`src/ccp_consts.svh`:
```
`ifndef CCP_CONSTS_SVH
`define CCP_CONSTS_SVH
`define CCP_OFS_CLK_KEY1 8'h00
`define CCP_OFS_CLK_CFG  8'h04
`define CCP_OFS_CLK_KEY2 8'h08
`define CCP_OFS_PWR_KEY  8'h0c
`define CCP_OFS_PWR_CFG  8'h10
`define CCP_OFS_STATUS   8'h14
`define CCP_KEY_CLK_A    8'haa
`define CCP_KEY_CLK_B    8'h55
`define CCP_KEY_PWR_A    8'h01
`define CCP_KEY_PWR_B    8'hf4
`define CCP_RST_CLK_CFG  8'h01
`define CCP_RST_PWR_CFG  8'h03
`define CCP_CLK_CFG_MASK 8'h07
`define CCP_PWR_CFG_MASK 8'h7f
`define CCP_CD_LSB       0
`define CCP_CD_MSB       2
`define CCP_FAST_IRQ_CLOCK_BOOST_BIT     3
`define CCP_PC_LSB       4
`define CCP_PC_MSB       6
`define CCP_MD_LSB       0
`define CCP_MD_MSB       1
`define CCP_TMR_OSC_BIT  2
`define CCP_MD_PLL       2'h1
`define CCP_MD_EXT       2'h3
`define CCP_PC_NORMAL    3'h0
`define CCP_PC_PDOWN     3'h3
`define CCP_PLL_MULT     1376
`define CCP_OSC_KHZ      32.768
`define CCP_LOCK_TOL     16
`define CCP_RESP_OKAY    2'h0
`define CCP_RESP_SLVERR  2'h2
`endif

```
`src/ccp_pkg.sv`:
```
package ccp_pkg;
	typedef enum logic [2:0] {
		KS_IDLE  = 3'h1,
		KS_KEYED = 3'h2,
		KS_VALUE = 3'h4
	} ccp_key_e;

	typedef struct packed {
		logic poweredDown;
		logic boostActive;
		logic extClkSel;
		logic pllLocked;
	} ccp_status_s;

	typedef struct packed {
		logic externalIrqOne;
		logic externalIrqZero;
		logic externalClockPin;
		logic osc;
	} ccp_pins_s;
endpackage : ccp_pkg

```
`src/ccp_core_clock_power_control.sv`:
```
// The AXI4-Lite register port and the register addresses were left to the implementer.
`timescale 1ns/1ps
`include "ccp_consts.svh"

module ccp_core_clock_power_control #(
	parameter int LOCK_TARGET = `CCP_PLL_MULT,
	parameter int LOCK_TOL    = `CCP_LOCK_TOL,
	parameter int AW          = 8
) (
	input  wire logic          clk,
	input  wire logic          arst_n,
	input  wire logic          ce,
	input  wire logic          awvalid,
	output logic               awready,
	input  wire logic [AW-1:0] awaddr,
	input  wire logic          wvalid,
	output logic               wready,
	input  wire logic [31:0]   wdata,
	input  wire logic [3:0]    wstrb,
	output logic               bvalid,
	input  wire logic          bready,
	output logic [1:0]         bresp,
	input  wire logic          arvalid,
	output logic               arready,
	input  wire logic [AW-1:0] araddr,
	output logic               rvalid,
	input  wire logic          rready,
	output logic [31:0]        rdata,
	output logic [1:0]         rresp,
	input  wire logic          oscIn,
	input  wire logic          externalClockPin,
	input  wire logic          externalIrqZero,
	input  wire logic          externalIrqOne,
	input  wire logic          timer2Wake,
	input  wire logic          timer3Wake,
	input  wire logic          irqActive,
	output logic               coreClockOutPin,
	output logic               coreClkEn,
	output logic               oscToTimer,
	output logic               pllLocked,
	output logic               poweredDown
);
	logic [1:0]         rstPipe;
	logic               rstN;
	ccp_pkg::ccp_pins_s pinRaw;
	ccp_pkg::ccp_pins_s pinS1;
	ccp_pkg::ccp_pins_s pinS2;
	ccp_pkg::ccp_pins_s pinS3;
	ccp_pkg::ccp_pins_s pinF;
	logic               oscLast;
	logic               extLast;
	logic [15:0]        periodCnt;
	logic [1:0]         goodCnt;
	logic [7:0]         awAddrQ;
	logic [7:0]         wDataQ;
	logic               wLaneQ;
	logic               doWrite;
	logic               wrOk;
	logic               mapped;
	logic [7:0]         clockSourceConfig;
	logic [7:0]         powerClockConfig;
	logic [7:0]         clkStage;
	logic [7:0]         pwrStage;
	ccp_pkg::ccp_key_e  clkKs;
	ccp_pkg::ccp_key_e  pwrKs;
	logic               boostActive;
	logic [1:0]         mdSel;
	logic [2:0]         pcSel;
	logic [2:0]         effDiv;
	logic               baseTick;
	logic [6:0]         divCnt;
	logic [6:0]         divMask;
	logic               coreTick;
	logic               wakeEvent;
	logic               pwrCommit;
	ccp_pkg::ccp_status_s status;

	// reset release through two flops
	always_ff @(posedge clk or negedge arst_n) begin
		if (!arst_n) begin
			rstPipe <= 2'h0;
		end else if (ce) begin
			rstPipe <= {rstPipe[0], 1'b1};
		end
	end
	assign rstN = rstPipe[1];

	assign pinRaw = '{externalIrqOne: externalIrqOne, externalIrqZero: externalIrqZero,
		externalClockPin: externalClockPin, osc: oscIn};

	// three-flop sync; a change counts only once stages two and three agree
	genvar gi;
	generate
		for (gi = 0; gi < 4; gi++) begin : g_sync
			always_ff @(posedge clk or negedge rstN) begin
				if (!rstN) begin
					pinS1[gi] <= 1'b0;
					pinS2[gi] <= 1'b0;
					pinS3[gi] <= 1'b0;
					pinF[gi]  <= 1'b0;
				end else if (ce) begin
					pinS1[gi] <= pinRaw[gi];
					pinS2[gi] <= pinS1[gi];
					pinS3[gi] <= pinS2[gi];
					if (pinS2[gi] == pinS3[gi]) begin
						pinF[gi] <= pinS3[gi];
					end
				end
			end
		end
	endgenerate

	// lock detect: clk cycles per oscillator period must lie within LOCK_TOL of the multiplier
	always_ff @(posedge clk or negedge rstN) begin
		if (!rstN) begin
			oscLast   <= 1'b0;
			periodCnt <= 16'h0000;
			goodCnt   <= 2'h0;
			pllLocked <= 1'b0;
		end else if (ce) begin
			oscLast <= pinF.osc;
			if (pinF.osc && !oscLast) begin
				periodCnt <= 16'h0001;
				if (int'(periodCnt) >= LOCK_TARGET - LOCK_TOL &&
				    int'(periodCnt) <= LOCK_TARGET + LOCK_TOL) begin
					if (goodCnt != 2'h2) begin
						goodCnt <= goodCnt + 2'h1;
					end
				end else begin
					goodCnt <= 2'h0;
				end
				pllLocked <= (goodCnt == 2'h2) ||
					(goodCnt == 2'h1 && int'(periodCnt) >= LOCK_TARGET - LOCK_TOL &&
					 int'(periodCnt) <= LOCK_TARGET + LOCK_TOL);
			end else if (periodCnt != 16'hffff) begin
				periodCnt <= periodCnt + 16'h0001;
			end
		end
	end

	// bus slave: one write and one read under way at a time
	assign doWrite = !awready && !wready && !bvalid;
	assign wrOk    = doWrite && wLaneQ;

	always_ff @(posedge clk or negedge rstN) begin
		if (!rstN) begin
			awready <= 1'b1;
			wready  <= 1'b1;
			bvalid  <= 1'b0;
			bresp   <= `CCP_RESP_OKAY;
			awAddrQ <= 8'h00;
			wDataQ  <= 8'h00;
			wLaneQ  <= 1'b0;
		end else if (ce) begin
			if (awvalid && awready) begin
				awready <= 1'b0;
				awAddrQ <= awaddr[7:0];
			end
			if (wvalid && wready) begin
				wready <= 1'b0;
				wDataQ <= wdata[7:0];
				wLaneQ <= wstrb[0];
			end
			if (doWrite) begin
				bvalid <= 1'b1;
				bresp  <= mapped ? `CCP_RESP_OKAY : `CCP_RESP_SLVERR;
			end
			if (bvalid && bready) begin
				bvalid  <= 1'b0;
				awready <= 1'b1;
				wready  <= 1'b1;
			end
		end
	end

	always_comb begin
		unique case (awAddrQ)
			`CCP_OFS_CLK_KEY1, `CCP_OFS_CLK_CFG, `CCP_OFS_CLK_KEY2,
			`CCP_OFS_PWR_KEY, `CCP_OFS_PWR_CFG, `CCP_OFS_STATUS: mapped = 1'b1;
			default: mapped = 1'b0;
		endcase
	end

	// clock source key sequence
	always_ff @(posedge clk or negedge rstN) begin
		if (!rstN) begin
			clkKs             <= ccp_pkg::KS_IDLE;
			clkStage          <= 8'h00;
			clockSourceConfig <= `CCP_RST_CLK_CFG;
		end else if (ce && wrOk) begin
			unique case (awAddrQ)
				`CCP_OFS_CLK_KEY1: begin
					clkKs <= (wDataQ == `CCP_KEY_CLK_A) ? ccp_pkg::KS_KEYED : ccp_pkg::KS_IDLE;
				end
				`CCP_OFS_CLK_CFG: begin
					if (clkKs == ccp_pkg::KS_KEYED) begin
						clkStage <= wDataQ & `CCP_CLK_CFG_MASK;
						clkKs    <= ccp_pkg::KS_VALUE;
					end else begin
						clkKs <= ccp_pkg::KS_IDLE;
					end
				end
				`CCP_OFS_CLK_KEY2: begin
					if (clkKs == ccp_pkg::KS_VALUE && wDataQ == `CCP_KEY_CLK_B) begin
						clockSourceConfig <= clkStage;
					end
					clkKs <= ccp_pkg::KS_IDLE;
				end
				default: begin
				end
			endcase
		end
	end

	// power key shares one location for both keys
	assign pwrCommit = wrOk && awAddrQ == `CCP_OFS_PWR_KEY &&
		pwrKs == ccp_pkg::KS_VALUE && wDataQ == `CCP_KEY_PWR_B;
	assign pcSel     = powerClockConfig[`CCP_PC_MSB:`CCP_PC_LSB];
	assign wakeEvent = pinF.externalIrqZero || pinF.externalIrqOne || timer2Wake || timer3Wake;

	always_ff @(posedge clk or negedge rstN) begin
		if (!rstN) begin
			pwrKs            <= ccp_pkg::KS_IDLE;
			pwrStage         <= 8'h00;
			powerClockConfig <= `CCP_RST_PWR_CFG;
		end else if (ce) begin
			if (pwrCommit) begin
				powerClockConfig <= pwrStage;
			end else if (pcSel == `CCP_PC_PDOWN && wakeEvent) begin
				powerClockConfig[`CCP_PC_MSB:`CCP_PC_LSB] <= `CCP_PC_NORMAL;
			end
			if (wrOk && awAddrQ == `CCP_OFS_PWR_KEY) begin
				if (pwrCommit) begin
					pwrKs <= ccp_pkg::KS_IDLE;
				end else begin
					pwrKs <= (wDataQ == `CCP_KEY_PWR_A) ? ccp_pkg::KS_KEYED : ccp_pkg::KS_IDLE;
				end
			end else if (wrOk && awAddrQ == `CCP_OFS_PWR_CFG) begin
				if (pwrKs == ccp_pkg::KS_KEYED) begin
					pwrStage <= wDataQ & `CCP_PWR_CFG_MASK;
					pwrKs    <= ccp_pkg::KS_VALUE;
				end else begin
					pwrKs <= ccp_pkg::KS_IDLE;
				end
			end
		end
	end

	// boost starts once the boost bit is seen set during the service routine and holds for the rest of it
	always_ff @(posedge clk or negedge rstN) begin
		if (!rstN) begin
			boostActive <= 1'b0;
		end else if (ce) begin
			boostActive <= irqActive && (boostActive || powerClockConfig[`CCP_FAST_IRQ_CLOCK_BOOST_BIT]);
		end
	end

	assign mdSel  = clockSourceConfig[`CCP_MD_MSB:`CCP_MD_LSB];
	assign effDiv = boostActive ? 3'h0 : powerClockConfig[`CCP_CD_MSB:`CCP_CD_LSB];
	// reserved mode codes fall back to the PLL so the core never loses its clock
	assign baseTick = (mdSel == `CCP_MD_EXT) ? (pinF.externalClockPin && !extLast) : 1'b1;
	assign divMask  = 7'((8'h01 << effDiv) - 8'h01);
	assign coreTick = baseTick && ((divCnt & divMask) == 7'h00);

	always_ff @(posedge clk or negedge rstN) begin
		if (!rstN) begin
			extLast         <= 1'b0;
			divCnt          <= 7'h00;
			coreClkEn       <= 1'b0;
			coreClockOutPin <= 1'b0;
		end else if (ce) begin
			extLast <= pinF.externalClockPin;
			if (baseTick) begin
				divCnt <= divCnt + 7'h01;
			end
			// power-down stops the core tick and parks the output low
			coreClkEn <= coreTick && (pcSel != `CCP_PC_PDOWN);
			if (pcSel == `CCP_PC_PDOWN) begin
				coreClockOutPin <= 1'b0;
			end else if (coreTick) begin
				coreClockOutPin <= !coreClockOutPin;
			end
		end
	end

	always_ff @(posedge clk or negedge rstN) begin
		if (!rstN) begin
			oscToTimer  <= 1'b0;
			poweredDown <= 1'b0;
		end else if (ce) begin
			oscToTimer  <= clockSourceConfig[`CCP_TMR_OSC_BIT] && pinF.osc;
			poweredDown <= (pcSel == `CCP_PC_PDOWN);
		end
	end

	assign status = '{poweredDown: poweredDown, boostActive: boostActive,
		extClkSel: (mdSel == `CCP_MD_EXT), pllLocked: pllLocked};

	// read side; key locations read as zero
	always_ff @(posedge clk or negedge rstN) begin
		if (!rstN) begin
			arready <= 1'b1;
			rvalid  <= 1'b0;
			rdata   <= 32'h00000000;
			rresp   <= `CCP_RESP_OKAY;
		end else if (ce) begin
			if (arvalid && arready) begin
				arready <= 1'b0;
				rvalid  <= 1'b1;
				rresp   <= `CCP_RESP_OKAY;
				unique case (araddr[7:0])
					`CCP_OFS_CLK_CFG: rdata <= {24'h000000, clockSourceConfig};
					`CCP_OFS_PWR_CFG: rdata <= {24'h000000, powerClockConfig};
					`CCP_OFS_STATUS:  rdata <= {28'h0000000, status};
					`CCP_OFS_CLK_KEY1, `CCP_OFS_CLK_KEY2, `CCP_OFS_PWR_KEY: rdata <= 32'h00000000;
					default: begin
						rdata <= 32'h00000000;
						rresp <= `CCP_RESP_SLVERR;
					end
				endcase
			end
			if (rvalid && rready) begin
				rvalid  <= 1'b0;
				arready <= 1'b1;
			end
		end
	end
endmodule : ccp_core_clock_power_control

```
`config.mk`:
```
export PLATFORM = sky130hd
export DESIGN_NAME = ccp_core_clock_power_control
export DESIGN_NICKNAME = d
export VERILOG_FILES = /design/src/ccp_pkg.sv /design/src/ccp_core_clock_power_control.sv
export VERILOG_INCLUDE_DIRS = /design/src /design/src/src
export SDC_FILE = /design/constraint.sdc
export NUM_CORES = 1
export LEC_CHECK = 0
export BUFFER_PORTS_ARGS = -buffer_cell sky130_fd_sc_hd__buf_4
export CAP_MARGIN = 15
export CELL_PAD_IN_SITES_DETAIL_PLACEMENT = 2
export CELL_PAD_IN_SITES_GLOBAL_PLACEMENT = 2
export CORE_MARGIN = 5
export CORE_UTILIZATION = 38
export DETAILED_ROUTE_END_ITERATION = 12
export GPL_TIMING_DRIVEN = 0
export PLACE_DENSITY_LB_ADDON = 0.25
export SLEW_MARGIN = 20
export SYNTH_ARGS = -nofsm -noshare
export SYNTH_HDL_FRONTEND = slang
export SYNTH_SLANG_ARGS = --single-unit
```
`constraint.sdc`:
```
create_clock -name clk -period 6.9 [get_ports clk]
set_input_delay 0.69 -clock clk [delete_from_list [all_inputs] [get_ports clk]]
set_output_delay 0.69 -clock clk [all_outputs]
set_load 0.02 [all_outputs]
```
==> flow_summary.yaml, run 1 <==
outcome:
  status: "finished, final reports clean"
global_routing:
  global_route_wire_length_before_repair_um: 23700
  grt_antenna_before_repair: 0
  grt_overflow: 0
  vias_in_the_first_global_route: 4596
  groute.usage.overall: 0.183
  grt_max_degree: 55
routing:
  ant_nets_after_route: 0
  drt_pre_antenna_iters: 4
  drt-wirelength-per-cell_um: 18.3
  first_iter_violations: 187
  post_detailed_route_via_to_cell_ratio: 5.21
  routed_wl_um: 13900
  remaining_drc_errors: 0
  detailroute.via_count: 3941
worst_hold_path:
  holdCritPathClass: "input pin to asynchronous set/reset pin"
clocking:
  cts_post_setup_buffers_inserted: 0
  cts_hold_buffers: 0
  cts.repair.resized: 0
  clk_sink_count: 108
  ctsRootBufferMaster: "clkbuf_16"
  clock_latency_ns: 0.35
  ctsLongestPathBuffers: 2
  cts_buffers: 9
  tritoncts: "built"
  worst_setup_hold_path_clk_slew_ns: 0.07
  ctsHtreeMaxLevel: 3
floorplan:
  num_io_pins: 113
  floorplan.die.height_um: 128
  fp-row-count: 43
  floorplan.initialDensity: 0.384
  die-area_um2: 16300
  core_um2: 13700
  dieWidth_um: 128
sta:
  fin_tns_setup_ns: 0
  tightestPinTransition_ns: 0.745
  timing.final.crit_period_ns: 2.45
  hold_slack_ns: 0.109
  slew_viol_final: 0
  setup-violations-final: 0
  timing_hold_violations_final: 0
  clock-skew-final_ns: 0.00620
  slew_headroom: 0.503
  postLayoutSetupSlackWorst_ns: 4.45
  period_share: 0.355
  max_freq_mhz: 408
  grt_setup_unrepaired: "false"
synth:
  asyncSetResetFlopFracSynth: 1.00
  synthDistinctLibCells: 61
  syn_area_per_cell_um2: 11.1
  synth.ff_latch_count: 108
  synth_flop_cell: "dfrtp_1"
  ys.warnings.count: 0
  synth-edff-count: 0
  syn-cell-area_um2: 5260
  post_synth_inst_count: 475
  synth_seq_area_share: 0.515
placement:
  placement.setup.worst_slack_ns: 4.35
  gp_routability_congestion: 0.786
  dpl.cell_count: 740
  io_buffer_count: 58
  dp_hpwl_um: 10500
final_layout:
  ff_latch_area_um2: 2720
  multiInputGateArea_um2: 2310
  diodes: 0
  layout.cells.most_common: "dfrtp_1"
  post_layout_nonfiller_instances: 756
  most-common-layout-cells: "99 x dfrtp_1, 85 x buf_4, 44 x mux2_2"
  layout.nets: 644
  filler_cells_inserted: 1431
  drive_above_1_share: 0.302
  syn2layout_area_growth_pct: 21.2
power:
  power.leakage_nw: 2.88
  p_int_mw: 1.29
  combinationalPowerShare: 0.203
  overall_power_consumption_mw: 1.85
  clock_network_fraction_of_design_power: 0.307
  power.share.sequential: 0.491
  power_density_nw_per_um2: 290
  switching_share: 0.304
  p_sw_uw: 563
  vdd_ir_drop_max_mv: 0.153
critical_path:
  critPathKind: "register to register"
  critical_path.startpoint_type: "register"
  worst-endpoint-required_ns: 7.14
  crit_path_max_fanout: 7
  timing.critical_path.arrival_ns: 2.69
  setup.worst_path.end_class: "register"
  rrSetupSlack_ns: 4.45
job:
  maxCapViolCount: 0
==> layout make-up <==
| type | instances | share of cell area |
|---|---|---|
| clock buffer | 10 | 0.0375 |
| clock inverter | 6 | 0.0135 |
| inverter | 17 | 0.0100 |
| multi-input combinational | 332 | 0.362 |
| sequential | 108 | 0.426 |
| tap | 180 | 0.0353 |
| timing repair buffer | 59 | 0.0726 |
| buffer | 44 | 0.0434 |
==> layer usage <==
metal / routed length [um] / vias up / GRT usage
met5: 0 / - / 0
li1: - / 1827 / -
met4: 225 / 0 / 0.0587
met3: 580 / 15 / 0.0304
met1: 6170 / 2009 / 0.234
met2: 6890 / 90 / 0.316
==> logic make-up (layout without fill, tap and decap cells) <==
family / count (synthesis) / in the layout / synth area share
AND/OR/NAND/NOR: 149 / 149 / 0.157
multiplexers: 55 / 55 / 0.120
flip-flops: 108 / 108 / 0.515
buffers and inverters: 61 / 136 / 0.0647
AO/OA/AOI/OAI: 76 / 76 / 0.0967
XOR/XNOR: 19 / 19 / 0.0316
adder cells (fa/ha/maj): 6 / 6 / 0.0143
other: 1 / 27 / 0.000712
==> flip-flops by register name, summed over array words and instances, names as in the netlist, 4 cells and up <==
name,count
awAddrQ,8
divCnt,7
periodCnt,16
pinF,4
pinS1,4
pinS2,4
pinS3,4
powerClockConfig,7
pwrStage,7
rdata,7
wDataQ,8
==> worst paths after layout <==
check	from	to	cells past startpoint
max	awAddrQ[1]	powerClockConfig[6]	6
min	arst_n	rstPipe[0]	1
max reg2reg	awAddrQ[1]	powerClockConfig[6]	6
min reg2reg	rstPipe[1]	pinS3[3]	0
max in group asynchronous	rstPipe[1]	clkKs[0]	1
min in group clk	rstPipe[0]	rstPipe[0]	1
==> power groups by stage <==
stage	Sequential, mW	Combinational, mW	Clock (mW)
6_report	0.907	0.375	0.567
2_1_floorplan	0.889	0.250	0
4_1_cts	0.910	0.382	0.584
3_5_place_dp	0.920	0.378	0
3_3_place_gp	0.909	0.352	0
5_1_grt	0.932	0.421	0.611
==> per-stage QoR <==
stage                util  instance area [um^2]
CTS                 0.465                  6380
detailed placement  0.441                  6050
global placement    0.439                  6020
floorplan               -                  5360
global route        0.465                  6380
finish              0.465                  6380
==> cells in the mapped netlist, types with 8 or more instances <==
cell	number	area [um^2]
a21oi_1	13	65.1
buf_4	27	203
clkbuf_1	14	52.6
dfrtp_1	100	2500
dfstp_2	8	210
inv_1	17	63.8
mux2_2	44	495
nand2_1	40	150
nand3_1	13	65.1
nand4_1	10	62.6
nor2_1	26	97.6
nor3_1	11	55.1
o21ai_0	23	115
xor2_1	13	114
==> worst max-delay path, stage by stage (launching register included) <==
cell and delay (ns):
dfrtp_1 0.39, nor4_2 0.37, or3b_1 0.43, nor4_2 0.40
and4_1 0.28, buf_6 0.15, mux2_4 0.31
Note: power is estimated with default switching activity, not from simulation.
==> run 2, diff against run 1 <==
Settings changed: CORE_UTILIZATION 38 to 35.
Clock period 6.9 ns to 2.45 ns, I/O delays scaled along.
==> flow_summary.yaml, run 2 (synthesized netlist as in run 1, its figures left out) <==
outcome:
  status: "finished, final reports clean"
placement:
  gp_routability_congestion: 0.773
  dp_hpwl_um: 10500
  dpl.cell_count: 745
  placed_area_um2: 6070
  io_buffer_count: 58
routing:
  post_detailed_route_via_to_cell_ratio: 5.14
  drt-wirelength-per-cell_um: 18.3
  drt_pre_antenna_iters: 4
  ant_nets_after_route: 0
  remaining_drc_errors: 0
  first_iter_violations: 161
  routed_wl_um: 13900
  detailroute.via_count: 3916
power:
  power.leakage_nw: 2.86
  power_density_nw_per_um2: 790
  vdd_ir_drop_max_mv: 0.384
floorplan:
  die-area_um2: 17600
  floorplan.die.height_um: 133
  floorplan.initialDensity: 0.359
  dieWidth_um: 133
  core_um2: 14600
  fp-row-count: 44
  num_io_pins: 113
clocking:
  tritoncts: "built"
  ctsHtreeMaxLevel: 3
  ctsLongestPathBuffers: 2
  clk_sink_count: 108
  worst_setup_hold_path_clk_slew_ns: 0.07
  clock_latency_ns: 0.36
  ctsRootBufferMaster: "clkbuf_16"
  cts_buffers: 9
critical_path:
  crit_path_max_fanout: 8
  slowest_stage: "dfrtp_1"
  setup.worst_path.end_class: "register"
  critPathKind: "register to register"
  cp_slowest_stage_delay_ns: 0.51
  crit_end: "pwrStage[0]"
  rr_worst_depth: 6
  critical_path.cell_chain: "nor4b_4 > and3b_1 > nand4b_1 > or3_1 > buf_2 > mux2_2"
  worst_setup_path_startpoint: "bvalid"
  timing.critical_path.arrival_ns: 2.49
  critical_path_buf_inv_count: 1
  timing.rr.start: "bvalid"
  worst_r2r_endpoint: "pwrStage[0]"
  worst-endpoint-required_ns: 2.69
  critical_path.startpoint_type: "register"
  critical-path-top-delay-family: "simple AND/OR/NAND/NOR gates"
  timing.critical_path.depth: 6
  rrSetupSlack_ns: 0.20
final_layout:
  syn2layout_area_growth_pct: 20.9
  most-common-layout-cells: "99 x dfrtp_1, 85 x buf_4, 44 x mux2_2"
  drive_above_1_share: 0.296
  layout.cells.most_common: "dfrtp_1"
  design_area_um2: 6360
  diodes: 0
  max_ffs_per_register: 16
  register_ranked_first_by_flip_flop_count: "periodCnt"
  filler_cells_inserted: 1536
  layout.nets: 646
  post_layout_nonfiller_instances: 762
  reg.largest.list: "periodCnt: 16 flops, awAddrQ: 8 flops, wDataQ: 8 flops"
sta:
  period_share: 0.919
  timing_hold_violations_final: 0
  clock-skew-final_ns: 0.00574
  slew_viol_final: 0
  grt_setup_unrepaired: "false"
  slew_headroom: 0.539
  max_freq_mhz: 444
  timing.final.crit_period_ns: 2.25
  tightestPinTransition_ns: 0.688
  setup-violations-final: 0
global_routing:
  grt_overflow: 0
  vias_in_the_first_global_route: 4407
  groute.usage.overall: 0.163
  global_route_wire_length_before_repair_um: 23200
  grt_antenna_before_repair: 0
  grt_max_degree: 39
worst_hold_path:
  hp-start: "awaddr[4]"
  holdCritPathClass: "input pin to register"
  min_delay_path_depth: 2
job:
  maxCapViolCount: 0
-- run 2: changes by cell type in the layout (fill, tap and decap cells not counted), sizes merged --
cell,change
clkbuf,+4
bufinv,-2
buf,+1
clkinv,-1
dlygate4sd3,+1
inv,-1
-- run 2: how the worst min path moves through the flow --
stage                             to
after global routing      awAddrQ[4]
after floorplan           rstPipe[0]
after global placement    rstPipe[0]
after CTS                 awAddrQ[4]
after detailed placement  rstPipe[0]
final                     awAddrQ[4]
-- run 2: worst reg2reg max path, delay by kind of cell, from the launching register on --
kind / cells / cell delay (ns)
buf+inv: 1 / 0.18
flops: 1 / 0.51
mux: 1 / 0.29
simple gates: 4 / 1.15
-- run 2: through the flow --
step	hold WS, ns	total power, mW	util	setup WS (ns)	TNS (ns)
2_1_floorplan	-0.0506	3.21	-	0.353	0
3_3_place_gp	0.0347	3.56	0.412	-0.0811	-5.26
3_5_place_dp	0.0362	3.66	0.415	0.0283	0
4_1_cts	0.107	5.08	0.433	0.0102	0
5_1_grt	0.112	5.32	0.435	0.0127	0
6_report	0.118	5.03	0.435	0.199	0
-- run 2: final cells by class --
| type | count | area, um^2 | share of cell area |
|---|---|---|---|
| inverters | 17 | 63.8 | 0.0100 |
| repair buffers | 61 | 485 | 0.0763 |
| clock buffers | 14 | 254 | 0.0399 |
| clock inverters | 2 | 12.5 | 0.00197 |
| well taps | 184 | 230 | 0.0362 |
| plain buffers | 44 | 277 | 0.0434 |
| multi-input cells | 332 | 2330 | 0.365 |
| flip-flops and latches | 108 | 2720 | 0.427 |
-- run 2: power by group --
group,switching (mW),internal (mW),total (mW)
logic,0.539,0.540,1.08
clock network,0.658,0.719,1.38
registers,0.407,2.16,2.57
total,1.60,3.42,5.03
-- run 2: per-layer routing --
layer	share of wire	wire length, um	GRT usage	vias to the layer above
met5	0	0	0	-
met2	0.48	6680	0.267	79
met3	0.039	548	0.0345	13
li1	-	-	-	1829
met4	0.018	246	0.0583	0
met1	0.46	6450	0.215	1995
-- run 2: timing repair --
item | CTS | global route
gates resized for setup | 0 | 2
setup buffers | 0 | 0
setup endpoints to repair | 0 | 6
endpoints found under the hold margin | 2 | 0
hold buffers | 1 | 0
